<file path="src/logic/apfs_pkg.sv">
// Constants shared by the axis pin function selector
package apfs_pkg;
	// ----------------------------------------
	// Register map (byte addresses)
	// ----------------------------------------
	localparam int          ADDR_W        = 8;
	localparam logic [7:0]  ADDR_ENV      = 8'h00;
	localparam logic [7:0]  ADDR_PORT_OUT = 8'h04;
	localparam logic [7:0]  ADDR_PORT_IN  = 8'h08;
	localparam logic [31:0] ENV_RST       = 32'h0000_0000;
	localparam logic [31:0] ENV_MASK      = 32'h0001_ffff;
	localparam logic [7:0]  PORT_OUT_RST  = 8'h00;
	// ----------------------------------------
	// Field layout
	// ----------------------------------------
	localparam int          PINS          = 8;
	localparam int          FN_W          = 2;
	localparam int          POL_BIT       = 16;
	localparam int          SHOT_PINS     = 2;
	localparam logic [1:0]  FN_IN         = 2'h0;
	localparam logic [1:0]  FN_OUT        = 2'h1;
	localparam logic [1:0]  FN_STAT       = 2'h2;
	localparam logic [1:0]  FN_ALT        = 2'h3;
	// ----------------------------------------
	// Bus answers
	// ----------------------------------------
	localparam logic [1:0]  RESP_OKAY     = 2'h0;
	localparam logic [1:0]  RESP_SLVERR   = 2'h2;
	// ----------------------------------------
	// Timing
	// ----------------------------------------
	localparam int          CLK_HZ        = 100_000_000;
	localparam int          ONESHOT_MS    = 26;
	localparam int          ONESHOT_CYC   = ONESHOT_MS * (CLK_HZ / 1000);
endpackage

</file>
<file path="src/logic/apfs_pin_select.sv">
// Per-axis multipurpose pin function selector with AXI4-Lite registers
`timescale 1ns/1ps
// What this block does
// Pin0 code 10 drives acceleration status
// Pins 0,1 code 11 give 26 ms one-shot
// Code 00 input, code 01 output
// Pin1 field bits 2-3; 10 outputs deceleration
// Pin2 bits 4-5; constant speed low/high
// Pin3 compare1 match, 10 low, 11 high
// Pin4 compare2 match, 10 low, 11 high
// Pin5 compare3 match, 10 low, 11 high
// Pin6 bits 12-13; 10 compare4 low
// Pin7 compare5 match, 11 high, 10 low
// Pin0 polarity bit: 0 low, 1 high
// Fields in bits 0-15, polarity bit 16
// Output drives port level; input readable
module apfs_pin_select #(
	parameter int unsigned ONESHOT_CYCLES = apfs_pkg::ONESHOT_CYC
) (
	input  wire logic        clk_i,
	input  wire logic        sys_rst_i,
	input  wire logic [7:0]  s_axi_awaddr_i,
	input  wire logic [2:0]  s_axi_awprot_i,
	input  wire logic        s_axi_awvalid_i,
	output logic             s_axi_awready_o,
	input  wire logic [31:0] s_axi_wdata_i,
	input  wire logic [3:0]  s_axi_wstrb_i,
	input  wire logic        s_axi_wvalid_i,
	output logic             s_axi_wready_o,
	output logic [1:0]       s_axi_bresp_o,
	output logic             s_axi_bvalid_o,
	input  wire logic        s_axi_bready_i,
	input  wire logic [7:0]  s_axi_araddr_i,
	input  wire logic [2:0]  s_axi_arprot_i,
	input  wire logic        s_axi_arvalid_i,
	output logic             s_axi_arready_o,
	output logic [31:0]      s_axi_rdata_o,
	output logic [1:0]       s_axi_rresp_o,
	output logic             s_axi_rvalid_o,
	input  wire logic        s_axi_rready_i,
	input  wire logic        accelerating_status_i,
	input  wire logic        decelerating_status_i,
	input  wire logic        constant_speed_status_i,
	input  wire logic        compare1_match_i,
	input  wire logic        compare2_match_i,
	input  wire logic        compare3_match_i,
	input  wire logic        compare4_match_i,
	input  wire logic        compare5_match_i,
	input  wire logic [7:0]  pin_i,
	output logic [7:0]       pin_o,
	output logic [7:0]       pin_oe_n_o
);
	localparam int CW = $clog2(ONESHOT_CYCLES + 1);
	localparam logic [CW-1:0] SHOT_LOAD = CW'(ONESHOT_CYCLES);
	localparam logic [CW-1:0] CNT_ONE   = CW'(1);

	// ----------------------------------------
	// Registers and state
	// ----------------------------------------
	logic [31:0]   env;
	logic [7:0]    port_out;
	logic [7:0]    pin_meta;
	logic [7:0]    pin_sync;
	logic          aw_held;
	logic          w_held;
	logic [7:0]    aw_addr;
	logic [31:0]   w_data;
	logic [3:0]    w_strb;
	logic [CW-1:0] shot_cnt [apfs_pkg::SHOT_PINS];

	// ----------------------------------------
	// Write channel decode
	// ----------------------------------------
	wire        aw_fire      = s_axi_awvalid_i & s_axi_awready_o;
	wire        w_fire       = s_axi_wvalid_i & s_axi_wready_o;
	wire        wr_go        = aw_held & w_held & ~s_axi_bvalid_o;
	wire        wr_env       = wr_go & (aw_addr == apfs_pkg::ADDR_ENV);
	wire        wr_port      = wr_go & (aw_addr == apfs_pkg::ADDR_PORT_OUT);
	wire        wr_hit       = wr_env | wr_port;
	wire        next_aw_held = (aw_held | aw_fire) & ~wr_go;
	wire        next_w_held  = (w_held | w_fire) & ~wr_go;
	wire        next_bvalid  = wr_go | (s_axi_bvalid_o & ~s_axi_bready_i);
	wire [31:0] byte_mask    = {{8{w_strb[3]}}, {8{w_strb[2]}}, {8{w_strb[1]}}, {8{w_strb[0]}}};
	// Upper fields are not implemented here and read back as zero
	wire [31:0] next_env     = ((env & ~byte_mask) | (w_data & byte_mask)) & apfs_pkg::ENV_MASK;
	wire [7:0]  next_port    = w_strb[0] ? w_data[7:0] : port_out;

	// ----------------------------------------
	// Read channel decode
	// ----------------------------------------
	wire        ar_fire      = s_axi_arvalid_i & s_axi_arready_o;
	wire        rd_env       = s_axi_araddr_i == apfs_pkg::ADDR_ENV;
	wire        rd_port      = s_axi_araddr_i == apfs_pkg::ADDR_PORT_OUT;
	wire        rd_in        = s_axi_araddr_i == apfs_pkg::ADDR_PORT_IN;
	wire        rd_hit       = rd_env | rd_port | rd_in;
	wire        next_rvalid  = ar_fire | (s_axi_rvalid_o & ~s_axi_rready_i);
	wire [31:0] rd_data      = rd_env  ? env :
	                           rd_port ? {24'h00_0000, port_out} :
	                           rd_in   ? {24'h00_0000, pin_sync} : 32'h0000_0000;

	// ----------------------------------------
	// AXI4-Lite write path
	// ----------------------------------------
	always_ff @(posedge clk_i) begin
		if (sys_rst_i) begin
			aw_held         <= 1'b0;
			w_held          <= 1'b0;
			aw_addr         <= 8'h00;
			w_data          <= 32'h0000_0000;
			w_strb          <= 4'h0;
			s_axi_awready_o <= 1'b1;
			s_axi_wready_o  <= 1'b1;
			s_axi_bvalid_o  <= 1'b0;
			s_axi_bresp_o   <= apfs_pkg::RESP_OKAY;
		end else begin
			aw_held         <= next_aw_held;
			w_held          <= next_w_held;
			s_axi_awready_o <= ~next_aw_held;
			s_axi_wready_o  <= ~next_w_held;
			s_axi_bvalid_o  <= next_bvalid;
			if (aw_fire) begin
				aw_addr <= s_axi_awaddr_i;
			end
			if (w_fire) begin
				w_data <= s_axi_wdata_i;
				w_strb <= s_axi_wstrb_i;
			end
			if (wr_go) begin
				s_axi_bresp_o <= wr_hit ? apfs_pkg::RESP_OKAY : apfs_pkg::RESP_SLVERR;
			end
		end
	end

	// ----------------------------------------
	// Register file
	// ----------------------------------------
	always_ff @(posedge clk_i) begin
		if (sys_rst_i) begin
			env      <= apfs_pkg::ENV_RST;
			port_out <= apfs_pkg::PORT_OUT_RST;
		end else begin
			if (wr_env) begin
				env <= next_env;
			end
			if (wr_port) begin
				port_out <= next_port;
			end
		end
	end

	// ----------------------------------------
	// AXI4-Lite read path
	// ----------------------------------------
	always_ff @(posedge clk_i) begin
		if (sys_rst_i) begin
			s_axi_arready_o <= 1'b1;
			s_axi_rvalid_o  <= 1'b0;
			s_axi_rdata_o   <= 32'h0000_0000;
			s_axi_rresp_o   <= apfs_pkg::RESP_OKAY;
		end else begin
			s_axi_rvalid_o  <= next_rvalid;
			s_axi_arready_o <= ~next_rvalid;
			if (ar_fire) begin
				s_axi_rdata_o <= rd_data;
				s_axi_rresp_o <= rd_hit ? apfs_pkg::RESP_OKAY : apfs_pkg::RESP_SLVERR;
			end
		end
	end

	// ----------------------------------------
	// Pin input synchroniser
	// ----------------------------------------
	// Pins come from outside; only the second stage is read
	always_ff @(posedge clk_i) begin
		if (sys_rst_i) begin
			pin_meta <= 8'h00;
			pin_sync <= 8'h00;
		end else begin
			pin_meta <= pin_i;
			pin_sync <= pin_meta;
		end
	end

	// ----------------------------------------
	// One-shot timers for pins 0 and 1
	// ----------------------------------------
	// A port write with the bit set fires the pulse; a new trigger restarts it
	wire       pol_high = env[apfs_pkg::POL_BIT];
	wire [1:0] shot;
	wire [1:0] shot_trig;
	genvar s;
	generate
		for (s = 0; s < apfs_pkg::SHOT_PINS; s++) begin : g_shot
			assign shot_trig[s] = wr_port & w_strb[0] & w_data[s]
			                      & (env[s*apfs_pkg::FN_W +: apfs_pkg::FN_W] == apfs_pkg::FN_ALT);
			assign shot[s]      = shot_cnt[s] != '0;
			always_ff @(posedge clk_i) begin
				if (sys_rst_i) begin
					shot_cnt[s] <= '0;
				end else if (shot_trig[s]) begin
					shot_cnt[s] <= SHOT_LOAD;
				end else if (shot[s]) begin
					shot_cnt[s] <= shot_cnt[s] - CNT_ONE;
				end
			end
		end
	endgenerate

	// ----------------------------------------
	// Function levels per code
	// ----------------------------------------
	// Code 10 level: pins 2..7 carry the status inverted
	wire [7:0] lvl_stat = {~compare5_match_i, ~compare4_match_i, ~compare3_match_i,
	                       ~compare2_match_i, ~compare1_match_i,
	                       ~constant_speed_status_i,
	                       decelerating_status_i,
	                       accelerating_status_i ^ ~pol_high};
	// Code 11 level: pins 2..7 carry the status as is
	wire [7:0] lvl_alt  = {compare5_match_i, compare4_match_i, compare3_match_i,
	                       compare2_match_i, compare1_match_i,
	                       constant_speed_status_i,
	                       shot[1], shot[0] ^ ~pol_high};

	// ----------------------------------------
	// Pin function multiplexer
	// ----------------------------------------
	wire [7:0] next_pin;
	wire [7:0] next_oe_n;
	genvar p;
	generate
		for (p = 0; p < apfs_pkg::PINS; p++) begin : g_pin
			wire [1:0] sel = env[p*apfs_pkg::FN_W +: apfs_pkg::FN_W];
			assign next_pin[p]  = (sel == apfs_pkg::FN_OUT)  ? port_out[p] :
			                      (sel == apfs_pkg::FN_STAT) ? lvl_stat[p] :
			                      (sel == apfs_pkg::FN_ALT)  ? lvl_alt[p]  : 1'b0;
			assign next_oe_n[p] = sel == apfs_pkg::FN_IN;
		end
	endgenerate

	// Registered so the pins never glitch while a field is rewritten
	always_ff @(posedge clk_i) begin
		if (sys_rst_i) begin
			pin_o      <= 8'h00;
			pin_oe_n_o <= 8'hff;
		end else begin
			pin_o      <= next_pin;
			pin_oe_n_o <= next_oe_n;
		end
	end

	wire [1:0] sel0 = env[1:0];
	wire [1:0] sel1 = env[3:2];
	wire [1:0] sel2 = env[5:4];
	wire [1:0] sel3 = env[7:6];
	wire [1:0] sel4 = env[9:8];
	wire [1:0] sel5 = env[11:10];
	wire [1:0] sel6 = env[13:12];
	wire [1:0] sel7 = env[15:14];
endmodule

</file>
<file path="config.mk">
export PLATFORM = sky130hd
export DESIGN_NAME = apfs_pin_select
export DESIGN_NICKNAME = d
export VERILOG_FILES = /design/src/logic/apfs_pkg.sv /design/src/logic/apfs_pin_select.sv
export SDC_FILE = /design/constraint.sdc
export NUM_CORES = 1
export LEC_CHECK = 0
export BUFFER_PORTS_ARGS = -buffer_cell sky130_fd_sc_hd__buf_2
export CAP_MARGIN = 20
export CORE_MARGIN = 2
export CORE_UTILIZATION = 39
export CTS_CLUSTER_DIAMETER = 50
export DETAILED_ROUTE_END_ITERATION = 10
export PLACE_DENSITY = 0.62
export SYNTH_ARGS = -nofsm -noshare
export SYNTH_HDL_FRONTEND = slang
export SYNTH_SLANG_ARGS = --single-unit
</file>
<file path="constraint.sdc">
create_clock -name clk_i -period 3.68 [get_ports clk_i]
set_input_delay 0.736 -clock clk_i [delete_from_list [all_inputs] [get_ports clk_i]]
set_output_delay 0.736 -clock clk_i [all_outputs]
set_load 0.03 [all_outputs]
</file>
# Word-level counts from Yosys, hierarchy flattened
# Memory sizes are Yosys's and may differ from the RTL's.
# Index checks and enable logic that the tools add are counted.
# W data, S select, Z words.
# word_totals
word_cells	158
mem_bits_rw	44
memories	1
in_bits	81
regBits	128
output_inout_bits	57
# classes
n_mux	49
reduce_logical	13
add_sub_neg	2
bitwise_logic	47
n_eq_ne	27
# mem_list
name	depth	width	read_ports	rd_ports_with_merged_regs	wr	line	rtl
shot_cnt	2	22	2	0	2	apfs_pin_select.sv:69	logic [CW-1:0] shot_cnt [apfs_pkg::SHOT_PINS];
# op_table
operator	n
$mux W22	4
$reduce_bool A22 Y1	2
$sub A22 B1 Y22 const B	2
$mux W1	40
$and A17 B17 Y17	2
$eq A2 B2 Y1 const B	16
$mux W17	1
$not A17 Y17	1
$or A17 B17 Y17	1
$and A1 B1 Y1	16
$eq A2 B1 Y1 const B	8
$eq A8 B3 Y1 const B	2
$logic_not A2 Y1	8
$logic_not A8 Y1	2
$mux W8	2
$not A1 Y1	14
$or A1 B1 Y1	11
$eq A8 B4 Y1 const B	1
$mux W2	2
$reduce_and A2 Y1	1
$xor A1 B1 Y1	2

# Depth between registers and ports, before layout
# Gate-level depths: netlist of run 1.
# logic_depth
word_depth	11
mapped_depth	7
ltp_nobuf	7

# Least setup slack after synthesis of run 1
# No wires, ideal clock.
# synth_timing
path_type	register -> register
startpoint	memory shot_cnt[1][15] in the netlist's numbering
endpoint	memory shot_cnt[1][0] in the netlist's numbering, enable pin
period_less_slack_ns	2.697
path_slack_ns	0.983
path_buffers	1
setup_time_ns	0.363
t_required_ns	3.317
arrival_ns	2.334
stages_incl_launch_ff	6
path_cell_list	edfxtp_1 > or4_1 > buf_2 > nand2b_4 > or4b_4 > or3_1
# synth_rtl
element	line
start: declaration	apfs_pin_select.sv:69

==> metrics.txt, run 1 <==
ys async rst share=0; Setup Fix Bufs, Post-CTS=0; Resized Gates After CTS=0; Final ANT Viol Nets=0; Post-Synthesis Cells=704; number of synthesized flops with an enable pin=44; first-pass GRT wire length=24100 um; Synth Register Bits=155; RSZ-0062 raised after global routing=false; Final period util=0.736; Worst EP required=3810 ps; startpoint class of the critical path=flip-flop; area delta synth->final=18.1%; ys flop type=dfxtp_1; Worst Hold End=pin_sync[7]; # hold bufs at CTS=0; Mapped Area=6620 um2; pwr dens=656 nW/um2; Hold Startpoint=pin_meta[7]; Total Routing Usage GR=0.170; hold crit path type=flip-flop to flip-flop; crit end category=flip-flop; Sink Count=155; vias after detailed routing=5076; vias per inst=4.97; Reg2Reg Depth=5; critical path type=flip-flop to flip-flop; clock-pin slew on the worst setup and hold paths=60 ps; worst r2r dst=shot_cnt[0][16]; cell taking the most area after synthesis=dfxtp_1; Max IR drop VDD=0.000312 V; Clock Path Buffers=2; worst r2r src=aw_addr[3]; Avg Inst Size Synth=9.41 um2; Hold Vio Cnt, Final=0; Core Util, Final=0.472; Die ar.=18000 um2; worst skew pair latency=420 ps; post-synthesis cell type count=49; FP Rows=47; drt wl/cell=14.4 um; register-to-register setup slack=970 ps; layout net count=874; Port Buffers=98; setup tns final=0 ps; htree depth=4; TritonRoute pass-1 iters=5; Peak Freq=369 MHz; GRT overflow=0; Clock Skew=7.67 ps; Worst Path Max Fanout=22; I/O pin count=138; YS warnings=0; DRT iter0 DRCs=323; post-synth top area share=0.336; total CTS buffers=17; vias in the first global route=4759; sequential fraction of the synthesis area=0.535; antenna violations before repair=0; top cells by area, synth=dfxtp_1 (34%), edfxtp_1 (20%), nand2_1 (5.9%); total core area=16600 um2; Critical Path Source=aw_addr[3]; worst slew pin tran=879 ps; DP HPWL=10100 um; gpl congestion=0.741; clk root buf=clkbuf_16; largest net degree at the start of global routing=87; P_leak=0.00306 uW; status=finished, final reports clean; slew margin rel.=0.414; DIE WIDTH=134 um; fin. max-slew vios=0; # diodes=0; Data arrival, critical path=2840 ps; number of max-cap violations=0; Hold Path Stages=1; Die Y=134 um; Starting Density=0.399; final WL=14700 um; Final setup viols=0; TritonCTS clock tree=built; minimum clock period=2710 ps; fraction of layout cells with a size suffix above 1=0.186; DRC=0
==> cell usage in the layout, fill, tap and decap left out, types with 4 or more instances in the layout <==
| cell type | instances |
|---|---|
| nor3_1 | 11 |
| nand4_1 | 5 |
| nor2_1 | 71 |
| or4_1 | 8 |
| or3_1 | 8 |
| conb_1 | 17 |
| nor4_1 | 12 |
| mux2i_1 | 18 |
| edfxtp_1 | 44 |
| mux2_2 | 6 |
| inv_1 | 8 |
| o21ai_0 | 35 |
| ha_1 | 4 |
| nor3b_1 | 11 |
| a21oi_1 | 61 |
| and2_1 | 4 |
| nand3b_1 | 4 |
| dfxtp_1 | 111 |
| buf_2 | 97 |
| nand2_1 | 104 |
| clkbuf_16 | 19 |
| buf_4 | 6 |
| nor2b_1 | 19 |
| a22oi_1 | 17 |
| nand3_1 | 23 |
| xnor2_1 | 18 |
| xor2_1 | 16 |
| nand2b_1 | 7 |
==> metrics by stage <==
| step | setup WS [ps] | area [um2] | std cells | total power [uW] | hold slack (ps) |
|---|---|---|---|---|---|
| 5_1_grt | 744 | 7820 | 1022 | 5430 | 460 |
| 4_1_cts | 940 | 7820 | 1022 | 5180 | 442 |
| 6_report | 972 | 7820 | 1022 | 5130 | 435 |
| 2_1_floorplan | 983 | 6680 | 720 | 3190 | 414 |
| 3_5_place_dp | 972 | 7220 | 990 | 3410 | 427 |
| 3_3_place_gp | 973 | 7220 | 990 | 3400 | 420 |
==> kinds of logic (layout without fill, tap and decap cells) <==
| family | Yosys count | after routing | share of synthesized area |
|---|---|---|---|
| flip-flops | 155 | 155 | 0.535 |
| XOR/XNOR | 34 | 34 | 0.0450 |
| AO/OA/AOI/OAI | 125 | 125 | 0.107 |
| adder cells (fa/ha/maj) | 4 | 4 | 0.00756 |
| buffers and inverters | 61 | 143 | 0.0461 |
| other | 1 | 17 | 0.000566 |
| AND/OR/NAND/NOR | 300 | 300 | 0.221 |
| multiplexers | 24 | 24 | 0.0374 |
==> cells in the mapped netlist (all sizes together), types with 4 or more instances <==
library cell and number:
nor4 14, nand2 104, nor3b 11, and2 4, nand3 23, inv 8, mux2i 18, xnor2 18
nand2b 8, mux2 6, clkbuf 29, xor2 16, o21ai 35, ha 4, nor2b 19, nor3 12
a21oi 61, or4 8, nand3b 4, a22oi 17, nand4 5, or3 8, dfxtp 111, buf 24
edfxtp 44, nor2 71
==> where the power goes <==
group	switching [uW]	leakage, uW	internal (uW)	total (uW)
Sequential	189	0.00143	2030	2220
Clock	682	0.000297	1070	1750
Combinational	661	0.00134	504	1160
==> critical path, cell delays in order, from the launching register on <==
cell and delay (ps):
dfxtp_1 300, or4_1 580, nand2b_1 220, o41ai_1 390, nand2b_1 690, o21ai_0 220
==> how the worst max path moves through the flow <==
stage | depth (start not counted) | endpoint
floorplan | 5 | shot_cnt[1][0]
global placement | 5 | shot_cnt[1][7]
detailed placement | 5 | shot_cnt[0][16]
CTS | 5 | shot_cnt[0][16]
global route | 5 | shot_cnt[0][16]
finish | 5 | shot_cnt[0][16]
==> final cells by class <==
type | instances | area (um2)
Tap cell | 220 | 275
Clock inverter | 8 | 78.8
Multi-Input combinational cell | 504 | 2840
Timing Repair Buffer | 103 | 531
Sequential cell | 155 | 3540
Inverter | 8 | 30.0
Fill cell | 1620 | 8760
Clock buffer | 24 | 524
==> metal layers <==
metal  wire (um)  GRT usage
met1        6790      0.222
met2        6980      0.267
met3         777     0.0514
met4         185     0.0614
met5           0          0
Power figures use the tool's default switching activity.
==> inputs of run 2 (changes only) <==
Clock period 3.68 ns to 2.65 ns, I/O delays scaled along.
==> run 2 against run 1 <==
  * Critical path depth fell by 1
  * Sequential share of layout area fell by 0.71 points
  * Sequential cell count did not move
  * Power rose by 42%
  * Clock power rose by 41%
  * Combinational power rose by 51%
  * Global-route usage rose by 0.19 points
  * Hold slack got worse by 120 ps
  * Critical endpoint is now shot_cnt[1][2]
  * Highest routed layer unchanged
==> metrics.txt, run 2 (synthesis gave the netlist of run 1 again) <==
status=finished, final reports clean; Post-Place Cells=1004; first-pass GRT wire length=24700 um; worst skew pair latency=420 ps; htree depth=4; drt wl/cell=14.2 um; Sink Count=155; RSZ-0062 raised after global routing=false; Die ar.=18000 um2; minimum clock period=2550 ps; CP max stage cell=or4_1; Starting Density=0.399; final WL=14700 um; Peak Freq=393 MHz; Clock Skew=8.10 ps; area delta synth->final=20.0%; most frequent cells in the layout=dfxtp_1 (111), nand2_1 (104), buf_2 (97); Max IR drop VDD=0.000390 V; Final ANT Viol Nets=0; startpoint class of the critical path=flip-flop; hold crit path type=input port to flip-flop; Port Buffers=98; DP HPWL=10300 um; clock-pin slew on the worst setup and hold paths=60 ps; setup tns final=0 ps; Hold WS=312 ps; # hold bufs at CTS=0; commonest non-fill, non-tap cell in the layout=dfxtp_1; pwr dens=918 nW/um2; Total Routing Usage GR=0.172; clk root buf=clkbuf_16; critical path type=flip-flop to flip-flop; DRT iter0 DRCs=247; # diodes=0; TritonCTS clock tree=built; Final period util=0.961; vias after detailed routing=5127; Clock Path Buffers=2; worst slew pin tran=780 ps; TritonRoute pass-1 iters=4; Data arrival, critical path=2680 ps; DIE WIDTH=134 um; P_leak=0.00314 uW; CP peak stage delay=590 ps; number of max-cap violations=0; largest net degree at the start of global routing=62; fraction of layout cells with a size suffix above 1=0.202; total CTS buffers=17; vias in the first global route=5027; Worst EP required=2780 ps; DRC=0; vias per inst=4.95; total core area=16600 um2; antenna violations before repair=0; I/O pin count=138; layout net count=888; Setup Fix Bufs, Post-CTS=0; CP cell instances=or4_1 -> nand2b_4 -> or4b_4 -> or3_4; Core Util, Final=0.479; Final setup viols=0; Hold Vio Cnt, Final=0; gpl congestion=0.792; Worst Path Max Fanout=22; Layout Cells excl Fill=1036; slew margin rel.=0.480; crit end category=flip-flop; FP Rows=47; power consumption=7290 uW; fin. max-slew vios=0; Resized Gates After CTS=0; Die Y=134 um; GRT overflow=0
## run 2: cell count changes in the layout (fill, tap and decap cells not counted), sizes merged
cell    previous run  this run
clkbuf            24        20
clkinv             5         6
buf              103       117
bufinv             1         2
inv                9        11
## run 2: power by group
part | internal (uW) | switching [uW] | leakage (uW)
sequential | 2820 | 260 | 0.00143
combinational | 797 | 952 | 0.00141
clock | 1480 | 984 | 0.000296
total | 5100 | 2200 | 0.00314
## run 2: path summary, 6_finish.rpt
check,start,to,slack (ps),cells past startpoint
max,shot_cnt[1][15],shot_cnt[1][2],100,4
min,pin_i[0],pin_meta[0],310,2
max reg2reg,shot_cnt[1][15],shot_cnt[1][2],100,4
min reg2reg,pin_meta[4],pin_sync[4],440,1
## run 2: cell type report
| type | count | area, um2 |
|---|---|---|
| Clock buffer | 20 | 468 |
| Clock inverter | 12 | 136 |
| Fill cell | 1558 | 8640 |
| Inverter | 8 | 30.0 |
| Multi-Input combinational cell | 504 | 2840 |
| Sequential cell | 155 | 3540 |
| Tap cell | 220 | 275 |
| Timing Repair Buffer | 117 | 648 |
## run 2: metrics by stage
stage	worst slack [ps]	area, um2
global route	38.6	7950
detailed placement	125	7340
floorplan	185	6690
global placement	124	7340
CTS	99.9	7950
finish	104	7950
## run 2: worst max-delay path: cells and delay by family, from the launching register on
| kind | cells | cell delay, ps |
|---|---|---|
| DFF | 1 | 420 |
| and+or+nand+nor | 4 | 1830 |
## run 2: layer usage
metal,up-vias,track usage,wire length (um)
met2,94,0.281,7020
li1,2620,-,-
met1,2395,0.216,6820
met4,0,0.0567,209
met3,18,0.0537,694
met5,-,0,0
==> inputs of run 3 (changes only) <==
Settings changed: ABC_CLOCK_PERIOD_IN_PS from default to 2650, PLACE_DENSITY 0.62 to default, PLACE_DENSITY_LB_ADDON from default to 0.3.
==> run 3 against run 2 <==
  * Core utilization is 0.16 points lower
  * Sequential share of layout area up 0.15 points
  * Largest cell class unchanged
  * Sequential power about the same
  * Fmax increased by 0.92%
==> metrics.txt, run 3 (synthesis gave the netlist of run 1 again) <==
status=finished, final reports clean; DRT iter0 DRCs=322; fraction of layout cells with a size suffix above 1=0.199; total core area=16600 um2; # hold bufs at CTS=0; Clock Skew=6.01 ps; worst slew pin tran=773 ps; Hold Vio Cnt, Final=0; P_leak=0.00312 uW; Die ar.=18000 um2; Die Y=134 um; pwr dens=916 nW/um2; Layout Cells excl Fill=1033; gpl congestion=0.796; Worst EP required=2790 ps; CP peak stage delay=590 ps; I/O pin count=138; Top Usage Layer GRT=met2; FP Rows=47; area delta synth->final=19.6%; Resized Gates After CTS=0; drt wl/cell=14.3 um; Final ANT Viol Nets=0; DRC=0; Total Routing Usage GR=0.171; RSZ-0062 raised after global routing=false; slew margin rel.=0.485; setup tns final=0 ps; routing usage on met3=0.0465; placed instance area=7320 um2; clk root buf=clkbuf_16; crit end category=flip-flop; worst skew pair latency=420 ps; Data arrival, critical path=2660 ps; CP cell instances=or4_1 -> nand2b_4 -> or4b_4 -> or3_4; minimum clock period=2520 ps; antenna violations before repair=1; GR Util met2=0.279; Hold Path Stages=2; vias after detailed routing=5097; TritonCTS clock tree=built; TritonRoute pass-1 iters=4; crit-path leading delay family=simple AND/OR/NAND/NOR gates; Final period util=0.952; power consumption=7250 uW; met1 Usage GRT=0.213; Worst Path Max Fanout=22; Reg area=3540 um2; # fillers=1607; Final setup viols=0; htree depth=4; first-pass GRT wire length=24300 um; Setup Fix Bufs, Post-CTS=0; # diodes=0; Buf/Inv on CP=0; CP Depth=4; DIE WIDTH=134 um; commonest non-fill, non-tap cell in the layout=dfxtp_1; Peak Freq=396 MHz; Clock Path Buffers=2; GRT overflow=0; clock-pin slew on the worst setup and hold paths=60 ps; number of max-cap violations=0; CP max stage cell=or4_1; critical path type=flip-flop to flip-flop; total CTS buffers=17; multi-input logic area=2840 um2; largest net degree at the start of global routing=43; vias per inst=4.93; most frequent cells in the layout=dfxtp_1 (111), nand2_1 (104), buf_2 (97); startpoint class of the critical path=flip-flop; layout net count=885; Hold WS=310 ps; Starting Density=0.399; final instance area=7920 um2; Post-Place Cells=1001; Sink Count=155; hold crit path type=input port to flip-flop; Reg2Reg Depth=4; vias in the first global route=4946; final WL=14800 um; Port Buffers=98; Max IR drop VDD=0.000436 V; DP HPWL=10300 um; fin. max-slew vios=0
[run 3: cell count changes in the layout (fill, tap and decap cells not counted)]
cell | before | now
clkinv_4 | 4 | 5
bufinv_16 | 2 | 3
clkbuf_16 | 18 | 17
clkinv_2 | 2 | 3
buf_4 | 19 | 16
inv_6 | 2 | 1
clkbuf_8 | 1 | 0
[run 3: worst paths after layout]
kind                                 startpoint              end  slack (ps)
worst min-delay path                   pin_i[2]      pin_meta[2]         310
worst max-delay path            shot_cnt[1][15]  shot_cnt[1][12]         130
worst max register to register  shot_cnt[1][15]  shot_cnt[1][12]         130
worst min register to register      pin_meta[4]      pin_sync[4]         430
[run 3: through the flow]
stage          setup slack [ps]   util
6_report                    128  0.478
5_1_grt                    63.1  0.478
4_1_cts                     123  0.478
3_5_place_dp                139  0.441
3_3_place_gp                147  0.441
2_1_floorplan               185      -
[run 3: per-layer routing]
| metal | up-vias | routed length (um) |
|---|---|---|
| li1 | 2609 | - |
| met1 | 2383 | 6860 |
| met2 | 84 | 7030 |
| met3 | 21 | 614 |
| met4 | 0 | 288 |
| met5 | - | 0 |
[run 3: worst reg2reg max path, cell delays in order, from the launching register on]
cell	delay (ps)
edfxtp_1	400
or4_1	590
nand2b_4	170
or4b_4	570
or3_4	500
[run 3: final cells by class]
class / count / area share
Inverter: 8 / 0.00379
Clock buffer: 18 / 0.0542
Sequential cell: 155 / 0.447
Tap cell: 220 / 0.0348
Timing Repair Buffer: 114 / 0.0790
Multi-Input combinational cell: 504 / 0.359
Clock inverter: 14 / 0.0216
[run 3: where the power goes]
part           leakage (uW)  internal [uW]  switching, uW  total [uW]
clock              0.000295           1480            968        2450
sequential          0.00143           2820            259        3080
combinational       0.00140            767            950        1720
total               0.00312           5070           2180        7250
